===== src/rtl/amp_irq_pkg.sv =====
package amp_irq_pkg;

  // ----------------------------------------
  // register map
  // ----------------------------------------
  localparam logic [7:0] ADDR_EVENT_MASK_LOW = 8'h20;
  localparam logic [7:0] ADDR_EVENT_MASK_HIGH = 8'h21;
  localparam logic [7:0] ADDR_LIVE_LOW = 8'h22;
  localparam logic [7:0] ADDR_LIVE_HIGH = 8'h23;
  localparam logic [7:0] ADDR_LATCH_LOW = 8'h24;
  localparam logic [7:0] ADDR_LATCH_HIGH = 8'h25;

  // ----------------------------------------
  // reset values
  // ----------------------------------------
  localparam logic [7:0] RST_MASK_LOW = 8'hFC;
  localparam logic [7:0] RST_MASK_HIGH = 8'hB1;

  // ----------------------------------------
  // event bit positions (16-bit event vector)
  // ----------------------------------------
  localparam int EV_OVER_TEMP = 0;
  localparam int EV_OVER_CURRENT = 1;
  localparam int EV_TDM_CLK_ERR = 2;
  localparam int EV_LIM_ACTIVE = 3;
  localparam int EV_LIM_INFLECT = 4;
  localparam int EV_LIM_MAX_ATTEN = 5;
  localparam int EV_LIM_INF_HOLD = 6;
  localparam int EV_LIM_MUTE = 7;
  localparam int EV_PDM_CLK_ERR = 8;
  localparam int EV_BROWN_OUT = 9;
  localparam int EV_UNDERVOLT = 10;
  localparam int EV_OVERVOLT = 11;
  localparam int EV_PDM_DATA_INV = 15;

  // implemented event sources; bits 14..12 never raise
  localparam logic [15:0] EV_IMPL = 16'h8FFF;

  // ----------------------------------------
  // register access carrier
  // ----------------------------------------
  typedef struct packed {
    logic wr;
    logic rd;
    logic [7:0] addr;
    logic [7:0] wdata;
  } reg_req_t;

endpackage


===== src/rtl/event_latch.sv =====
`timescale 1ns/10ps
module event_latch (
  input wire logic clk_sys,
  input wire logic rst,
  input wire logic [15:0] raw_event,
  input wire logic [15:0] clear_bits,
  output logic [15:0] live_ff,
  output logic [15:0] latch_ff
);

  // ----------------------------------------
  // two-stage sync then sticky latch per bit
  // ----------------------------------------
  logic [15:0] sync1_ff;

  genvar i;
  generate
    for (i = 0; i < 16; i++) begin : g_bit
      always_ff @(posedge clk_sys) begin
        if (rst || !amp_irq_pkg::EV_IMPL[i]) begin
          sync1_ff[i] <= 1'b0;
          live_ff[i] <= 1'b0;
        end else begin
          sync1_ff[i] <= raw_event[i];
          live_ff[i] <= sync1_ff[i];
        end
      end

      always_ff @(posedge clk_sys) begin
        if (rst) begin
          latch_ff[i] <= 1'b0;
        end else if (live_ff[i]) begin
          latch_ff[i] <= 1'b1;
        end else if (clear_bits[i]) begin
          latch_ff[i] <= 1'b0;
        end
      end
    end
  endgenerate

endmodule


===== src/rtl/amp_interrupt_mask_unit.sv =====
`timescale 1ns/10ps
module amp_interrupt_mask_unit (
  input wire logic clk_sys,
  input wire logic rst,
  input amp_irq_pkg::reg_req_t req,
  input wire logic [15:0] raw_event,
  output logic [7:0] rdata_ff,
  output logic irq_ff
);

  // ----------------------------------------
  // internal state
  // ----------------------------------------
  logic [7:0] event_mask_low_ff;
  logic [7:0] event_mask_high_ff;
  logic [7:0] nxt_event_mask_low;
  logic [7:0] nxt_event_mask_high;
  logic [15:0] live_ff;
  logic [15:0] latch_ff;
  logic [15:0] clear_bits;
  logic [15:0] mask_vec;
  logic [15:0] pending;
  logic nxt_irq;
  logic [7:0] nxt_rdata;

  // ----------------------------------------
  // access decode
  // ----------------------------------------
  logic wr_mask_low;
  logic wr_mask_high;
  logic rd_latch_low;
  logic rd_latch_high;

  // writes to read-only or unmapped offsets decode to nothing
  assign wr_mask_low = req.wr &&
                       (req.addr == amp_irq_pkg::ADDR_EVENT_MASK_LOW);
  assign wr_mask_high = req.wr &&
                        (req.addr == amp_irq_pkg::ADDR_EVENT_MASK_HIGH);
  assign rd_latch_low = req.rd &&
                        (req.addr == amp_irq_pkg::ADDR_LATCH_LOW);
  assign rd_latch_high = req.rd &&
                         (req.addr == amp_irq_pkg::ADDR_LATCH_HIGH);

  // ----------------------------------------
  // readback words
  // ----------------------------------------
  logic [7:0] live_low;
  logic [7:0] live_high;
  logic [7:0] latch_low;
  logic [7:0] latch_high;

  assign live_low = live_ff[7:0];
  assign live_high = live_ff[15:8];
  assign latch_low = latch_ff[7:0];
  assign latch_high = latch_ff[15:8];

  // ----------------------------------------
  // low mask register
  // ----------------------------------------
  always_comb begin
    nxt_event_mask_low = event_mask_low_ff;
    if (wr_mask_low) begin
      nxt_event_mask_low = req.wdata;
    end
  end

  always_ff @(posedge clk_sys) begin
    if (rst) begin
      event_mask_low_ff <= amp_irq_pkg::RST_MASK_LOW;
    end else begin
      event_mask_low_ff <= nxt_event_mask_low;
    end
  end

  // ----------------------------------------
  // high mask register
  // ----------------------------------------
  // every bit writable, reserved ones included
  always_comb begin
    nxt_event_mask_high = event_mask_high_ff;
    if (wr_mask_high) begin
      nxt_event_mask_high = req.wdata;
    end
  end

  always_ff @(posedge clk_sys) begin
    if (rst) begin
      event_mask_high_ff <= amp_irq_pkg::RST_MASK_HIGH;
    end else begin
      event_mask_high_ff <= nxt_event_mask_high;
    end
  end

  // ----------------------------------------
  // read-to-clear strobes
  // ----------------------------------------
  // a still-present event wins over the clear
  always_comb begin
    clear_bits = 16'h0000;
    if (rd_latch_low) begin
      clear_bits[7:0] = 8'hFF;
    end
    if (rd_latch_high) begin
      clear_bits[15:8] = 8'hFF;
    end
  end

  // ----------------------------------------
  // event synchroniser and latches
  // ----------------------------------------
  event_latch event_latch_inst (
    .clk_sys(clk_sys),
    .rst(rst),
    .raw_event(raw_event),
    .clear_bits(clear_bits),
    .live_ff(live_ff),
    .latch_ff(latch_ff)
  );

  // ----------------------------------------
  // per-event mask vector
  // ----------------------------------------
  // high mask bit 7 gates event 15; bits 6..4 gate nothing
  genvar m;
  generate
    for (m = 0; m < 16; m++) begin : g_mask
      if (m < 8) begin : g_low
        assign mask_vec[m] = event_mask_low_ff[m];
      end else if (m == amp_irq_pkg::EV_PDM_DATA_INV) begin : g_data
        assign mask_vec[m] = event_mask_high_ff[7];
      end else if (amp_irq_pkg::EV_IMPL[m]) begin : g_high
        assign mask_vec[m] = event_mask_high_ff[m-8];
      end else begin : g_rsvd
        assign mask_vec[m] = 1'b1;
      end
    end
  endgenerate

  // ----------------------------------------
  // pending flags
  // ----------------------------------------
  // latched and unmasked
  genvar p;
  generate
    for (p = 0; p < 16; p++) begin : g_pend
      assign pending[p] = latch_ff[p] & ~mask_vec[p];
    end
  endgenerate

  // ----------------------------------------
  // interrupt output
  // ----------------------------------------
  // level, held while any flag pends
  always_comb begin
    nxt_irq = |pending;
  end

  always_ff @(posedge clk_sys) begin
    if (rst) begin
      irq_ff <= 1'b0;
    end else begin
      irq_ff <= nxt_irq;
    end
  end

  // ----------------------------------------
  // read data select
  // ----------------------------------------
  // holds between reads
  always_comb begin
    nxt_rdata = rdata_ff;
    if (req.rd) begin
      case (req.addr)
        amp_irq_pkg::ADDR_EVENT_MASK_LOW: begin
          nxt_rdata = event_mask_low_ff;
        end
        amp_irq_pkg::ADDR_EVENT_MASK_HIGH: begin
          nxt_rdata = event_mask_high_ff;
        end
        amp_irq_pkg::ADDR_LIVE_LOW: begin
          nxt_rdata = live_low;
        end
        amp_irq_pkg::ADDR_LIVE_HIGH: begin
          nxt_rdata = live_high;
        end
        amp_irq_pkg::ADDR_LATCH_LOW: begin
          nxt_rdata = latch_low;
        end
        amp_irq_pkg::ADDR_LATCH_HIGH: begin
          nxt_rdata = latch_high;
        end
        default: begin
          nxt_rdata = 8'h00;
        end
      endcase
    end
  end

  // ----------------------------------------
  // read data register
  // ----------------------------------------
  always_ff @(posedge clk_sys) begin
    if (rst) begin
      rdata_ff <= 8'h00;
    end else begin
      rdata_ff <= nxt_rdata;
    end
  end

endmodule


===== config.mk =====
export PLATFORM = sky130hd
export DESIGN_NAME = amp_interrupt_mask_unit
export DESIGN_NICKNAME = d
export VERILOG_FILES = /design/src/rtl/amp_irq_pkg.sv /design/src/rtl/event_latch.sv /design/src/rtl/amp_interrupt_mask_unit.sv
export SDC_FILE = /design/constraint.sdc
export NUM_CORES = 1
export LEC_CHECK = 0
export ABC_AREA = 1
export BUFFER_PORTS_ARGS = -buffer_cell sky130_fd_sc_hd__buf_2
export CORE_ASPECT_RATIO = 1.4
export CORE_MARGIN = 2
export CORE_UTILIZATION = 35
export CTS_BUF_LIST = sky130_fd_sc_hd__clkbuf_4 sky130_fd_sc_hd__clkbuf_8
export DETAILED_ROUTE_END_ITERATION = 6
export PLACE_DENSITY = 0.6
export SYNTH_ARGS = -nofsm -noshare
export SYNTH_HDL_FRONTEND = slang
export SYNTH_SLANG_ARGS = --single-unit

===== constraint.sdc =====
create_clock -name clk_sys -period 1 [get_ports clk_sys]
set_input_delay 0.1 -clock clk_sys [delete_from_list [all_inputs] [get_ports clk_sys]]
set_output_delay 0.1 -clock clk_sys [all_outputs]
set_load 0.01 [all_outputs]

Word level (Yosys, flattened, before mapping)
Cells that the tools add are included.
Cells by class
  equality and inequality tests: 6
  muxes and demuxes: 29
  bitwise logic cells: 26
  reductions and logical operators: 18
Operators by type and width (number)
  $eq 8x6->1 const B: 6
  $pmux 8 s6: 1
  $mux 1: 26
  $reduce_bool 2->1: 13
  $mux 8: 2
  $and 1x1->1: 13
  $not 1->1: 13
  $reduce_or 13->1: 1
  $logic_and 1x1->1: 4
Storage, ports and cells
  flip-flop bits (word level): 64
  output and inout port bits: 9

Depth between registers and ports, before layout
  depth in word-level cells: 5
  mapped depth: 10

Cells and area by module
Synthesis repeated with hierarchy kept, for this count alone.
Second synthesis, totals
  cell total of the unflattened synthesis: 399
  area total of the unflattened synthesis: 2830.2 µm²
By module, submodules not included
  amp_interrupt_mask_unit: times used 1, cells an instance 245, area each 1561.5 µm²
  event_latch: times used 1, cells an instance 154, area each 1268.7 µm²

Worst setup path after synthesis
OpenSTA, ideal clock, no wires.
  path type: input to register
  from: input port req[12] in the netlist's numbering
  to: register event_latch_inst.latch_ff[8]
  data arrival time: 0.856 ns
  data required time: 0.872 ns
  path slack: 0.017 ns
  stages: 7
  cell sequence: inv_2 > nand2_2 > nor2_8 > buf_4 > nand4_2 > a21oi_1 > nor2_1
Between the ends
  cells in the longest elaborated chain, start to end: 4
Ends and longest elaborated chain
  start: declaration: RTL line amp_interrupt_mask_unit.sv:5  | input amp_irq_pkg::reg_req_t req,
  $eq 8x6->1: RTL line amp_interrupt_mask_unit.sv:42  | (req.addr == amp_irq_pkg::ADDR_LATCH_HIGH);
  $logic_and 1x1->1: RTL line amp_interrupt_mask_unit.sv:41  | assign rd_latch_high = req.rd &&
  $mux 8: RTL line amp_interrupt_mask_unit.sv:103  | if (rd_latch_high) begin
  $reduce_bool 2->1 (no line)
  end signal: indexed assignment: RTL line event_latch.sv:31  | latch_ff[i] <= 1'b0;
  end signal: indexed assignment: RTL line event_latch.sv:33  | latch_ff[i] <= 1'b1;
  end signal: indexed assignment: RTL line event_latch.sv:35  | latch_ff[i] <= 1'b0;
  end: declaration: RTL line event_latch.sv:8  | output logic [15:0] latch_ff
No other way between the ends.
A chain may end at the register's enable or synchronous reset.

Final worst setup path
  from: register event_mask_low_ff[5]
  to: register irq_ff
Between the ends
  cells in the longest elaborated chain, start to end: 3
Ends and longest elaborated chain
  start: declaration: RTL line amp_interrupt_mask_unit.sv:14  | logic [7:0] event_mask_low_ff;
  start signal: assignment: RTL line amp_interrupt_mask_unit.sv:69  | event_mask_low_ff <= amp_irq_pkg::RST_MASK_LOW;
  start signal: assignment: RTL line amp_interrupt_mask_unit.sv:71  | event_mask_low_ff <= nxt_event_mask_low;
  $not 1->1: RTL line amp_interrupt_mask_unit.sv:146  | assign pending[p] = latch_ff[p] & ~mask_vec[p];
  $and 1x1->1: RTL line amp_interrupt_mask_unit.sv:146
  $reduce_or 13->1: RTL line amp_interrupt_mask_unit.sv:155  | nxt_irq = |pending;
  end signal: assignment: RTL line amp_interrupt_mask_unit.sv:162  | irq_ff <= nxt_irq;
  end: declaration: RTL line amp_interrupt_mask_unit.sv:8  | output logic irq_ff
No other way between the ends.

==> qor.yml <==
run_status:
  status: "complete, no violations"
power_and_ir_drop:
  vdd_drop_max_v: 0.0005779
  cellLeakagePower_nw: 1.664
  p_total_w: 0.005329
  power.density_nw_per_um2: 1531
floorplan:
  core_area_um2: 7315
  ios: 45
  rows: 37
  die_h_um: 106.4
  die_x_um: 77.16
  start_util: 0.3585
  dieArea_um2: 8211
grt:
  grt_pass1_wl_mm: 9.839
  grt-ovfl-total: 0
  grt_start_max_net_pins: 27
  track_usage: 0.1539
  grt_pass1_vias: 2293
  grt_antenna_before_repair: 0
sta:
  rsz0062_at_grt: "yes"
  hold_ws_ns: 0.1126
  max-slew-margin-rel: 0.8543
  period_needed_ns: 0.9174
  fmax_mhz: 1090
  skew_ns: 0.004176
  min_period_over_period: 0.9174
  tightestPinTransition_ns: 0.2162
  slew_viol_final: 0
  finalSetupViolCount: 0
  hold_viol: 0
layout:
  antenna_cells: 0
  area_growth_pct: 32.73
  fin_nets: 474
  layout-drive-gt1-share: 0.2190
  n_fill_cell: 794
  final_cell_mix: "63 x nor2_1, 63 x dfxtp_1, 58 x inv_1"
clock_tree:
  cts_buffers: 9
  insertion_delay_ns: 0.34
  clock-sinks: 64
  cts_tree: "built"
  cts_setup_buffers: 0
  clockBufferDepth: 2
  cts_root_buffer: "clkbuf_8"
  path_clk_slew_ns: 0.07
  cts_max_level: 3
synthesis:
  yosys_most_used_dff: "dfxtp_1"
  synth_top_area_frac: 0.4885
  synthDistinctLibCells: 23
  ys.warnings.count: 0
  ys_ff_latch: 64
  synth-async-reset-ratio: 0
  synth.area.top_cells: "dfxtp_1 49%, nor2_1 9.0%, inv_1 8.3%, nand2_1 8.2%, nand3_1 6.1%"
  postSynthAreaPerCell_um2: 7.346
  synth-edff-count: 0
  syn_area_um2: 2623
  syn_inst: 357
  synth_area_leader_cell: "dfxtp_1"
  syn-num-nets: 393
  yosysSeqAreaShare: 0.4885
route:
  dr.pass1.iters: 7
  drt-initial-drc-count: 145
  drc: 0
  num_vias: 2367
  routed_wirelength_mm: 5.747
  via_per_inst: 4.383
  drtAntennaViolNets: 0
  avgRoutedWirePerCell_um: 10.64
setup_path:
  required_ns: 1.23
  r2r_slack_ns: 0.08
  slowest_stage: "dfxtp_1"
  cp_max_fo: 3
  path_delay_family: "simple AND/OR/NAND/NOR gates"
  cp-end-kind: "flip-flop"
  cp.arrival_ns: 1.15
  slowest_delay_ns: 0.31
  worstPathCellList: "inv_1 -> nand2_1 -> nand4_1 -> nor2_1 -> a21oi_1"
  worst-setup-path-type: "flip-flop to flip-flop"
  path_buf_inv: 1
  start_kind: "flip-flop"
placement:
  dp_hpwl_mm: 4.431
  place.gp.congestion: 0.9119
  numPortBuffers: 41
job:
  maxCapViolations: 0
hold_path:
  hold_path_class: "input port to flip-flop"
## layer usage
layer  GRT usage  routed length (um)  vias up
met1      0.1640                2384     1017
met3     0.03311                 260       17
li1            -                   -     1269
met4      0.1186                 262        0
met5           0                   0        -
met2      0.2621                2840       64
## cells in the mapped netlist, types with 2 or more instances
| cell type | n |
|---|---|
| dfxtp_1 | 64 |
| nor2_1 | 63 |
| inv_1 | 58 |
| nand2_1 | 57 |
| nand3_1 | 32 |
| a21oi_1 | 29 |
| o21ai_0 | 14 |
| clkbuf_1 | 8 |
| o211ai_1 | 6 |
| nand2_2 | 5 |
| inv_2 | 4 |
| nor2_4 | 4 |
| buf_4 | 2 |
| buf_6 | 2 |
## cell families after synthesis
| group | count (synthesis) | synth area share |
|---|---|---|
| buf+inv | 74 | 0.1145 |
| compound gates | 52 | 0.1073 |
| simple gates | 167 | 0.2896 |
| flops | 64 | 0.4886 |
## state kept, by name (all words and copies together), names as in the netlist
register                   count
event_latch_inst.sync1_ff     13
rdata_ff                       8
event_mask_high_ff             8
irq_ff                         1
event_latch_inst.latch_ff     13
event_latch_inst.live_ff      13
event_mask_low_ff              8
## where the power goes
part / internal [W] / total [W] / leakage (nW) / switching (W)
combinational: 0.000210 / 0.000423 / 1.05 / 0.000213
clock: 0.00122 / 0.00223 / 0.0949 / 0.00101
sequential: 0.00263 / 0.00267 / 0.523 / 0.0000410
total: 0.00406 / 0.00533 / 1.66 / 0.00127
## final timing paths
kind,startpoint,end,cells past startpoint
max reg2reg,event_mask_low_ff[5]$_SDFFE_PP1P_,irq_ff$_SDFF_PP0_,5
min reg2reg,event_latch_inst.sync1_ff[6]$_SDFF_PP0_,event_latch_inst.live_ff[6]$_SDFF_PP0_,2
min,req[16],rdata_ff[4]$_SDFFE_PP0P_,3
max,event_mask_low_ff[5]$_SDFFE_PP1P_,irq_ff$_SDFF_PP0_,5
## stage by stage
stage	setup WS (ns)	setup TNS [ns]	std cells	cell area, um^2	utilization
finish	0.08263	0	540	3481	0.4759
global route	-0.03879	-0.03879	540	3481	0.4759
CTS	0.02157	0	540	3471	0.4745
detailed placement	-0.2567	-6.412	503	3057	0.4179
global placement	-0.2206	-5.788	503	3057	0.4179
floorplan	0.01676	0	357	2623	-
## worst min-delay path: stages
cell and delay, ns:
buf_2 0.15, o21ai_0 0.09, a21oi_1 0.06
## area by class of cell
| cell class | count | area, um^2 | area share |
|---|---|---|---|
| inverter | 62 | 232.7 | 0.06686 |
| multi-input combinational | 219 | 1046 | 0.3005 |
| timing repair buffer | 82 | 594.3 | 0.1707 |
| clock inverter | 6 | 66.31 | 0.01905 |
| tap | 97 | 121.4 | 0.03487 |
| sequential | 64 | 1282 | 0.3684 |
| clock buffer | 10 | 137.6 | 0.03954 |
## timing repair
item | CTS | global route
setup endpoints to repair | 0 | 6
gates resized for setup | 0 | 3
hold endpoints to repair | 24 | 0
hold buffers | 21 | 0
No activity file was read; power rests on OpenSTA's default activity.
